===== src/pkg/serial_flash_defs.vh =====
// Constants shared by the serial flash pin front end
`ifndef SERIAL_FLASH_DEFS_VH
`define SERIAL_FLASH_DEFS_VH

// ----------------------------------------------------------------
// Array organisation
// ----------------------------------------------------------------
`define PAGE_BYTES      9'h100
`define PAGE_COUNT      16'h8000
`define PAGE_IDX_W      15
`define OFFSET_W        8
`define ADDR_W          24
`define ADDR_LAST_BIT   5'h17
`define CMD_LAST_BIT    5'h07
`define DUMMY_LAST_BIT  5'h07
`define BYTE_LAST_BIT   5'h07

// ----------------------------------------------------------------
// Command codes
// ----------------------------------------------------------------
`define OP_READ         8'h03
`define OP_FAST_READ    8'h0b
`define OP_DUAL_READ    8'h3b
`define OP_QUAD_READ    8'h6b
`define OP_PAGE_PROG    8'h02
`define OP_ERASE_4K     8'h20
`define OP_ERASE_32K    8'h52
`define OP_ERASE_64K    8'hd8
`define OP_ERASE_CHIP   8'hc7

// ----------------------------------------------------------------
// Erase kinds, lane widths, power modes, fill value
// ----------------------------------------------------------------
`define ERASE_4K        2'h0
`define ERASE_32K       2'h1
`define ERASE_64K       2'h2
`define ERASE_CHIP      2'h3
`define LANE_1          2'h0
`define LANE_2          2'h1
`define LANE_4          2'h2
`define PWR_STANDBY     2'h0
`define PWR_ACTIVE      2'h1
`define PWR_BUSY        2'h2
`define UNDERRUN_BYTE   8'hff
`define FIFO_DEPTH      4
`define FIFO_AW         2

`endif


===== src/pin_sync.v =====
// Two-stage synchroniser for pins arriving from outside the mclk domain
module pin_sync #(
  parameter WIDTH     = 3,
  parameter RESET_VAL = 3'h0
) (
  input  wire             mclk,
  input  wire             reset_n,
  input  wire [WIDTH-1:0] din,
  output reg  [WIDTH-1:0] dout
);

  reg [WIDTH-1:0] meta_ff;

  // Only the second stage reads the first one
  always @(posedge mclk or negedge reset_n) begin
    if (!reset_n) begin
      meta_ff <= RESET_VAL;
      dout    <= RESET_VAL;
    end else begin
      meta_ff <= din;
      dout    <= meta_ff;
    end
  end

endmodule


===== src/byte_fifo.v =====
// Small flip-flop FIFO with valid/ready on both sides and a flush
module byte_fifo #(
  parameter WIDTH = 8,
  parameter DEPTH = 4,
  parameter AW    = 2
) (
  input  wire             mclk,
  input  wire             reset_n,
  input  wire             flush,
  input  wire             in_valid,
  output wire             in_ready,
  input  wire [WIDTH-1:0] in_data,
  output wire             out_valid,
  input  wire             out_ready,
  output wire [WIDTH-1:0] out_data
);

  reg [WIDTH-1:0] mem_ff [0:DEPTH-1];
  reg [AW-1:0]    wr_ptr_ff;
  reg [AW-1:0]    rd_ptr_ff;
  reg [AW:0]      count_ff;
  reg             in_ready_ff;
  reg             empty_ff;
  wire            push;
  wire            pop;
  reg  [AW:0]     nxt_count;

  assign push      = in_valid & in_ready_ff;
  assign pop       = out_ready & ~empty_ff;
  assign in_ready  = in_ready_ff;
  assign out_valid = ~empty_ff;
  assign out_data  = mem_ff[rd_ptr_ff];

  always @* begin
    nxt_count = count_ff;
    if (push & ~pop)
      nxt_count = count_ff + 1'b1;
    else if (pop & ~push)
      nxt_count = count_ff - 1'b1;
  end

  genvar i;
  generate
    for (i = 0; i < DEPTH; i = i + 1) begin : g_entry
      localparam [AW-1:0] IDX = i;
      always @(posedge mclk or negedge reset_n) begin
        if (!reset_n)
          mem_ff[i] <= {WIDTH{1'b0}};
        else if (push && wr_ptr_ff == IDX)
          mem_ff[i] <= in_data;
      end
    end
  endgenerate

  always @(posedge mclk or negedge reset_n) begin
    if (!reset_n) begin
      wr_ptr_ff <= {AW{1'b0}};
      rd_ptr_ff <= {AW{1'b0}};
      count_ff    <= {(AW+1){1'b0}};
      in_ready_ff <= 1'b1;
      empty_ff    <= 1'b1;
    end else if (flush) begin
      wr_ptr_ff   <= {AW{1'b0}};
      rd_ptr_ff   <= {AW{1'b0}};
      count_ff    <= {(AW+1){1'b0}};
      in_ready_ff <= 1'b1;
      empty_ff    <= 1'b1;
    end else begin
      if (push)
        wr_ptr_ff <= wr_ptr_ff + 1'b1;
      if (pop)
        rd_ptr_ff <= rd_ptr_ff + 1'b1;
      count_ff <= nxt_count;
      in_ready_ff <= (nxt_count != DEPTH[AW:0]);
      empty_ff <= (nxt_count == {(AW+1){1'b0}});
    end
  end

endmodule


===== src/serial_flash_pin_interface.v =====
// Serial flash pin front end: chip select, serial clock, data lines, decode
`include "serial_flash_defs.vh"

module serial_flash_pin_interface (
  input  wire                   mclk,
  input  wire                   reset_n,
  input  wire                   cs_n_pin,
  input  wire                   sck_pin,
  input  wire [3:0]             io_in,
  output reg  [3:0]             io_out,
  output reg  [3:0]             io_oe_n,
  input  wire                   array_busy,
  input  wire                   rd_valid,
  output wire                   rd_ready,
  input  wire [7:0]             rd_data,
  output reg                    rd_active,
  output reg                    rd_start,
  output reg  [`PAGE_IDX_W-1:0] mem_page,
  output reg  [`OFFSET_W-1:0]   mem_offset,
  output reg                    wr_valid,
  output reg  [7:0]             wr_data,
  output reg                    prog_done,
  output reg                    erase_req,
  output reg  [1:0]             erase_kind,
  output reg  [1:0]             power_mode,
  output reg                    armed
);

  // ----------------------------------------------------------------
  // States
  // ----------------------------------------------------------------
  localparam ST_IDLE  = 3'h0;
  localparam ST_CMD   = 3'h1;
  localparam ST_ADDR  = 3'h2;
  localparam ST_DUMMY = 3'h3;
  localparam ST_RDATA = 3'h4;
  localparam ST_WDATA = 3'h5;
  localparam ST_DONE  = 3'h6;

  // ----------------------------------------------------------------
  // Pin synchronisers and edge detection
  // ----------------------------------------------------------------
  wire       cs_n_s;
  wire       sck_s;
  wire       io0_s;
  reg        cs_n_d_ff;
  reg        sck_d_ff;
  wire       selected;
  wire       sck_rise;
  wire       sck_fall;
  wire       cs_fall;
  wire       cs_rise;

  // Chip select history resets low: a pin already low at power-up then
  // shows no falling edge, and a pin high shows only a harmless rise.
  pin_sync #(
    .WIDTH     (3),
    .RESET_VAL (3'h0)
  ) u_sync (
    .mclk    (mclk),
    .reset_n (reset_n),
    .din     ({cs_n_pin, sck_pin, io_in[0]}),
    .dout    ({cs_n_s, sck_s, io0_s})
  );

  always @(posedge mclk or negedge reset_n) begin
    if (!reset_n) begin
      cs_n_d_ff <= 1'b0;
      sck_d_ff  <= 1'b0;
    end else begin
      cs_n_d_ff <= cs_n_s;
      sck_d_ff  <= sck_s;
    end
  end

  assign selected = ~cs_n_s;
  assign sck_rise = sck_s & ~sck_d_ff;
  assign sck_fall = ~sck_s & sck_d_ff;
  assign cs_fall  = ~cs_n_s & cs_n_d_ff;
  assign cs_rise  = cs_n_s & ~cs_n_d_ff;

  // ----------------------------------------------------------------
  // Read data buffer
  // ----------------------------------------------------------------
  wire       fifo_valid;
  wire [7:0] fifo_data;
  wire       fifo_pop;
  wire       fifo_push;

  // Bytes are taken only while the data phase is open, so a late valid
  // after deselect cannot refill the flushed buffer
  assign fifo_push = rd_valid & rd_active;

  byte_fifo #(
    .WIDTH (8),
    .DEPTH (`FIFO_DEPTH),
    .AW    (`FIFO_AW)
  ) u_fifo (
    .mclk      (mclk),
    .reset_n   (reset_n),
    .flush     (cs_rise),
    .in_valid  (fifo_push),
    .in_ready  (rd_ready),
    .in_data   (rd_data),
    .out_valid (fifo_valid),
    .out_ready (fifo_pop),
    .out_data  (fifo_data)
  );

  // ----------------------------------------------------------------
  // Control state
  // ----------------------------------------------------------------
  reg  [2:0]  state_ff;
  reg  [7:0]  cmd_ff;
  reg  [23:0] addr_ff;
  reg  [4:0]  bit_cnt_ff;
  reg  [1:0]  lane_ff;
  reg  [7:0]  shreg_ff;
  reg  [3:0]  bits_left_ff;
  reg  [8:0]  wr_count_ff;
  reg  [7:0]  wr_byte_ff;
  reg         erase_pend_ff;
  wire [7:0]  nxt_cmd;
  wire [23:0] nxt_addr;
  wire [7:0]  nxt_wr_byte;
  wire        load_byte;
  wire [7:0]  out_byte;
  reg  [3:0]  step;
  reg  [3:0]  lane_oe_n;
  reg  [3:0]  lane_bits;

  assign nxt_cmd     = {cmd_ff[6:0], io0_s};
  assign nxt_addr    = {addr_ff[22:0], io0_s};
  assign nxt_wr_byte = {wr_byte_ff[6:0], io0_s};

  // A new byte is fetched only when the previous one is fully shifted out
  assign load_byte = (state_ff == ST_RDATA) & sck_fall & (bits_left_ff == 4'h0);
  assign fifo_pop  = load_byte & selected;
  // Underrun sends a fill value rather than stalling the host clock
  assign out_byte  = load_byte ? (fifo_valid ? fifo_data : `UNDERRUN_BYTE) : shreg_ff;

  // Per-lane shift width, driven lines and bit placement
  always @* begin
    step      = 4'h1;
    lane_oe_n = 4'hd;
    lane_bits = {2'h0, out_byte[7], 1'b0};
    case (lane_ff)
      `LANE_1: begin
        step      = 4'h1;
        lane_oe_n = 4'hd;
        lane_bits = {2'h0, out_byte[7], 1'b0};
      end
      `LANE_2: begin
        step      = 4'h2;
        lane_oe_n = 4'hc;
        lane_bits = {2'h0, out_byte[7:6]};
      end
      `LANE_4: begin
        step      = 4'h4;
        lane_oe_n = 4'h0;
        lane_bits = out_byte[7:4];
      end
      default: begin
        step      = 4'h1;
        lane_oe_n = 4'hd;
        lane_bits = {2'h0, out_byte[7], 1'b0};
      end
    endcase
  end

  // ----------------------------------------------------------------
  // Power mode follows chip select and the internal busy flag
  // ----------------------------------------------------------------
  always @(posedge mclk or negedge reset_n) begin
    if (!reset_n)
      power_mode <= `PWR_STANDBY;
    else if (selected)
      power_mode <= `PWR_ACTIVE;
    else if (array_busy)
      power_mode <= `PWR_BUSY;
    else
      power_mode <= `PWR_STANDBY;
  end

  // ----------------------------------------------------------------
  // Command sequencer
  // ----------------------------------------------------------------
  always @(posedge mclk or negedge reset_n) begin
    if (!reset_n) begin
      state_ff      <= ST_IDLE;
      armed         <= 1'b0;
      cmd_ff        <= 8'h00;
      addr_ff       <= 24'h000000;
      bit_cnt_ff    <= 5'h00;
      lane_ff       <= `LANE_1;
      shreg_ff      <= 8'h00;
      bits_left_ff  <= 4'h0;
      wr_count_ff   <= 9'h000;
      wr_byte_ff    <= 8'h00;
      erase_pend_ff <= 1'b0;
      io_out        <= 4'h0;
      io_oe_n       <= 4'hf;
      rd_active     <= 1'b0;
      rd_start      <= 1'b0;
      mem_page      <= {`PAGE_IDX_W{1'b0}};
      mem_offset    <= {`OFFSET_W{1'b0}};
      wr_valid      <= 1'b0;
      wr_data       <= 8'h00;
      prog_done     <= 1'b0;
      erase_req     <= 1'b0;
      erase_kind    <= `ERASE_4K;
    end else begin
      rd_start  <= 1'b0;
      wr_valid  <= 1'b0;
      prog_done <= 1'b0;
      erase_req <= 1'b0;
      if (cs_rise) begin
        // Deselect closes whatever command was under way
        state_ff      <= ST_IDLE;
        io_oe_n       <= 4'hf;
        rd_active     <= 1'b0;
        erase_pend_ff <= 1'b0;
        if (erase_pend_ff)
          erase_req <= 1'b1;
        if (state_ff == ST_WDATA && wr_count_ff != 9'h000)
          prog_done <= 1'b1;
      end else if (cs_fall) begin
        armed         <= 1'b1;
        state_ff      <= ST_CMD;
        bit_cnt_ff    <= 5'h00;
        lane_ff       <= `LANE_1;
        bits_left_ff  <= 4'h0;
        wr_count_ff   <= 9'h000;
        erase_pend_ff <= 1'b0;
      end else if (!selected) begin
        io_oe_n <= 4'hf;
      end else if (armed) begin
        if (sck_rise) begin
          case (state_ff)
            ST_CMD: begin
              cmd_ff     <= nxt_cmd;
              bit_cnt_ff <= bit_cnt_ff + 5'h01;
              if (bit_cnt_ff == `CMD_LAST_BIT) begin
                bit_cnt_ff <= 5'h00;
                case (nxt_cmd)
                  `OP_READ, `OP_FAST_READ, `OP_PAGE_PROG,
                  `OP_ERASE_4K, `OP_ERASE_32K, `OP_ERASE_64K: begin
                    state_ff <= ST_ADDR;
                  end
                  `OP_DUAL_READ: begin
                    state_ff <= ST_ADDR;
                    lane_ff  <= `LANE_2;
                  end
                  `OP_QUAD_READ: begin
                    state_ff <= ST_ADDR;
                    lane_ff  <= `LANE_4;
                  end
                  `OP_ERASE_CHIP: begin
                    state_ff      <= ST_DONE;
                    erase_kind    <= `ERASE_CHIP;
                    erase_pend_ff <= 1'b1;
                  end
                  default: begin
                    state_ff <= ST_DONE;
                  end
                endcase
              end
            end
            ST_ADDR: begin
              addr_ff    <= nxt_addr;
              bit_cnt_ff <= bit_cnt_ff + 5'h01;
              if (bit_cnt_ff == `ADDR_LAST_BIT) begin
                bit_cnt_ff <= 5'h00;
                mem_page   <= nxt_addr[22:8];
                mem_offset <= nxt_addr[7:0];
                case (cmd_ff)
                  `OP_READ: begin
                    state_ff  <= ST_RDATA;
                    rd_start  <= 1'b1;
                    rd_active <= 1'b1;
                  end
                  `OP_FAST_READ, `OP_DUAL_READ, `OP_QUAD_READ: begin
                    state_ff <= ST_DUMMY;
                  end
                  `OP_PAGE_PROG: begin
                    state_ff <= ST_WDATA;
                  end
                  `OP_ERASE_4K: begin
                    state_ff      <= ST_DONE;
                    erase_kind    <= `ERASE_4K;
                    erase_pend_ff <= 1'b1;
                  end
                  `OP_ERASE_32K: begin
                    state_ff      <= ST_DONE;
                    erase_kind    <= `ERASE_32K;
                    erase_pend_ff <= 1'b1;
                  end
                  `OP_ERASE_64K: begin
                    state_ff      <= ST_DONE;
                    erase_kind    <= `ERASE_64K;
                    erase_pend_ff <= 1'b1;
                  end
                  default: begin
                    state_ff <= ST_DONE;
                  end
                endcase
              end
            end
            ST_DUMMY: begin
              bit_cnt_ff <= bit_cnt_ff + 5'h01;
              if (bit_cnt_ff == `DUMMY_LAST_BIT) begin
                state_ff  <= ST_RDATA;
                rd_start  <= 1'b1;
                rd_active <= 1'b1;
              end
            end
            ST_WDATA: begin
              wr_byte_ff <= nxt_wr_byte;
              bit_cnt_ff <= bit_cnt_ff + 5'h01;
              if (bit_cnt_ff == `BYTE_LAST_BIT) begin
                bit_cnt_ff <= 5'h00;
                // Bytes past one page are dropped, never written
                if (wr_count_ff < `PAGE_BYTES) begin
                  wr_valid    <= 1'b1;
                  wr_data     <= nxt_wr_byte;
                  mem_offset  <= addr_ff[7:0] + wr_count_ff[7:0];
                  wr_count_ff <= wr_count_ff + 9'h001;
                end
              end
            end
            default: begin
              bit_cnt_ff <= bit_cnt_ff;
            end
          endcase
        end
        if (sck_fall && state_ff == ST_RDATA) begin
          io_out       <= lane_bits;
          io_oe_n      <= lane_oe_n;
          shreg_ff     <= out_byte << step;
          bits_left_ff <= load_byte ? (4'h8 - step) : (bits_left_ff - step);
        end
      end
    end
  end

endmodule


===== config.mk =====
export PLATFORM = sky130hd
export DESIGN_NAME = serial_flash_pin_interface
export DESIGN_NICKNAME = d
export VERILOG_FILES = /design/src/pin_sync.v /design/src/byte_fifo.v /design/src/serial_flash_pin_interface.v
export VERILOG_INCLUDE_DIRS = /design/src /design/src/pkg
export SDC_FILE = /design/constraint.sdc
export NUM_CORES = 1
export LEC_CHECK = 0
export BUFFER_PORTS_ARGS = -buffer_cell sky130_fd_sc_hd__buf_2
export CORE_MARGIN = 2
export CORE_UTILIZATION = 54
export CTS_CLUSTER_SIZE = 30
export DETAILED_ROUTE_END_ITERATION = 10
export PLACE_DENSITY = 0.76
export SYNTH_ARGS = -nofsm -noshare
export SYNTH_HDL_FRONTEND = slang
export SYNTH_HIERARCHICAL = 1
export SYNTH_SLANG_ARGS = --single-unit

===== constraint.sdc =====
create_clock -name mclk -period 2.2 [get_ports mclk]
set_input_delay 0.44 -clock mclk [delete_from_list [all_inputs] [get_ports mclk]]
set_output_delay 0.44 -clock mclk [all_outputs]
set_load 0.01 [all_outputs]

==> summary.md <==
| Metric | Value |
|---|---|
| DR vias/cell | `5.85` |
| Skew final | `0.00897 ns` |
| Starting Density | `54.9%` |
| Max stage delay on crit path | `0.45 ns` |
| Share of layout cells above drive strength 1 | `35.8%` |
| CP Max Fanout | `6` |
| Maximum number of pins on one net before global-route repair | `52` |
| Max Root-Sink Buffers | `2` |
| CTS Buf Count | `17` |
| WHS Path Cells | `1` |
| H-tree depth | `4` |
| CP Class | `reg -> reg` |
| Maximum Capacitance Violations | `0` |
| CP cell instances | `nor4b_4 > and3_4 > buf_4 > mux2_2 > mux2i_2 > buf_4 > nand3_1 > a32oi_1` |
| Gr ovfl total | `0` |
| Vias in the first global route | `6,192` |
| Clk root buf | `clkbuf_16` |
| Residual DRC | `0` |
| Yosys warns | `6` |
| Ys async rst share | `100%` |
| Sink Count | `166` |
| Final setup vio count | `0` |
| Number of synthesized register bits | `166` |
| Global Route Usage Sum | `23.1%` |
| First-pass detailed-route iteration total | `5` |
| HP Class | `in -> reg` |
| Worst EP arrival | `2.48 ns` |
| DP HPWL | `12,700 um` |
| Port bufs | `64` |
| Ant. Diodes | `0` |
| Slew margin rel. | `66.8%` |
| Setup_tns | `0 ns` |
| Avg Synthesized Cell Area | `11.2 sq um` |
| Worst-Margin Slew | `0.498 ns` |
| Initial antenna violation count | `0` |
| Boundary Pins | `68` |
| Number of flops mapped to enable cells by yosys | `0` |
| Mapped Nets | `785` |
| Leakage | `4.66 nW` |
| Final Critical Period | `2.13 ns` |
| Worst-Skew Late Latency | `0.43 ns` |
| Peak Freq | `0.469 GHz` |
| Worst VDD drop | `0.000749 V` |
| Layout area overhead | `19.5%` |
| Fin crit share | `96.9%` |
| Dpl cells | `1,018` |
| Clock Pin Slew Worst Setup and Hold Paths | `0.07 ns` |
| Setup WS post-layout | `0.0676 ns` |
| Vias | `6,153` |
| Pins Over Slew Limit | `0` |
| Routed Antenna Nets | `0` |
| Commonest non-fill, non-tap cell in the layout | `dfrtp_1` |
| Required time of the critical path | `2.55 ns` |
| Drt wl/cell | `17.2 um` |
| Global-route wire length before repair | `30,000 um` |
| Final wirelength | `18,100 um` |
| Power per cell area | `916 mW/mm^2` |
| Die area | `0.0164 sq mm` |
| Dpl ws | `-0.0973 ns` |
| Syn Inst Count | `741` |
| Seq/Total Area, Yosys | `50.0%` |
| Cell row count | `45` |
| CP Launch Type | `register` |
| Outcome | `finished clean` |
| CP dominant cell by count | `buf_4` |
| Minimum hold slack | `0.106 ns` |
| CTS tree | `built` |
| Routability cong. | `0.904` |
| Chip Height | `128 um` |
| Final Hold Fails | `0` |
| FF-to-FF path depth | `8` |
| Die X | `128 um` |
| Post-synth cell types | `70` |
| Fin nets | `895` |
| Core box area | `0.0151 sq mm` |
| Worst-path cell with the longest stage delay | `dfrtp_2` |
| Synthesized area | `0.00831 sq mm` |
| Setup crit end kind | `register` |
| Post-Layout Cell Count | `1,052` |
| Initial drt markers | `542` |
| Predominant post-synthesis flop cell | `dfrtp_1` |
| Commonest cells after routing, fill and taps aside | `dfrtp_1 (158), mux2_2 (100), nand2_1 (64)` |
-- path summary, 6_finish.rpt --
path | from | slack, ns | end
worst max register to register | state_ff[0] | 0.07 | shreg_ff[4]
max in group asynchronous | reset_n | 0.97 | cmd_ff[5]
worst min register to register | u_sync/meta_ff[2] | 0.35 | u_sync/dout[2]
min in group asynchronous | reset_n | 0.52 | wr_data[3]
worst max-delay path | state_ff[0] | 0.07 | shreg_ff[4]
worst min-delay path | sck_pin | 0.11 | u_sync/meta_ff[1]
-- power by group --
part	switching (mW)	leakage, nW	total [mW]	internal, mW
registers	0.394	2.17	3.96	3.56
logic	1.12	2.21	2.26	1.14
clock network	1.30	0.276	2.89	1.59
-- registers in the layout, indices dropped and copies added (netlist names), 4 cells and up --
register,count
io_out,4
wr_count_ff,9
shreg_ff,8
bits_left_ff,4
bit_cnt_ff,5
mem_page,15
u_fifo/mem_ff,32
wr_byte_ff,7
mem_offset,8
cmd_ff,8
addr_ff,22
wr_data,8
-- layout make-up --
| type | count | area, sq um |
|---|---|---|
| clock buffers | 18 | 429 |
| clock inverters | 14 | 143 |
| fillers | 1097 | 5210 |
| inverters | 28 | 105 |
| multi-input cells | 506 | 3960 |
| flip-flops and latches | 166 | 4160 |
| well taps | 188 | 235 |
| repair buffers | 132 | 902 |
-- per-layer routing --
layer	track usage, %	up-vias	share of wire [%]	routed length, um
met1	30.9	3071	44	7950
met4	7.69	0	1.5	277
met5	0	-	0	0
met2	37.3	169	50	8940
met3	5.47	29	4.8	874
li1	-	2884	-	-
-- through the flow --
step                power (mW)  util [%]  instance area [sq um]
floorplan                 5.42         -                   8350
global placement          5.97      61.1                   9260
detailed placement        6.15      61.1                   9260
CTS                       9.09      65.1                   9860
global route              9.58      65.6                   9940
finish                    9.10      65.6                   9940
-- critical path, delay by kind of cell, from the launching register on --
family,cells,cell delay [ns]
and+or+nand+nor,3,0.66
muxes,2,0.52
DFF,1,0.45
buffers and inverters,2,0.27
AOI/OAI and AO/OA,1,0.17
-- cell usage after synthesis (6+ instances only) --
library cell  count  area share [%]
o31ai_1           9            0.81
dfrtp_1         161              48
o22ai_1           6            0.45
and3_1            7            0.53
and2_1            8            0.60
ha_1             24             3.6
inv_1            27             1.2
nor3_1           12            0.72
o21ai_0          24             1.4
buf_2             8            0.48
a21oi_1          33             2.0
nand2b_1         10            0.75
nor2b_1          11            0.83
nand2_1          64             2.9
nor2_1           48             2.2
a21o_1            6            0.54
a31oi_1          13            0.98
nand3_1          18             1.1
xnor2_1          10             1.1
mux2i_1           9             1.1
nand4_1           8            0.60
nor3b_1           6            0.54
mux2_2          100              14
mux4_2            9             2.4
clkbuf_1         27             1.2
-- cell families after synthesis --
logic type	count (synthesis)	share of synthesized area [%]
AND/OR/NAND/NOR	220	13.7
adder cells (fa/ha/maj)	27	4.21
AO/OA/AOI/OAI	126	9.62
XOR/XNOR	15	1.58
buffers and inverters	69	3.75
flip-flops	166	50.0
multiplexers	118	17.1
-- repair_timing --
action                                  4_1_cts  5_1_grt
pin swaps                                     0        5
endpoints found under the hold margin        46        0
buffers inserted                              0        1
endpoints found under the setup margin        8       41
gates resized for setup                       5       16
hold buffers                                  1        0
No activity file was read; power rests on OpenSTA's default activity.
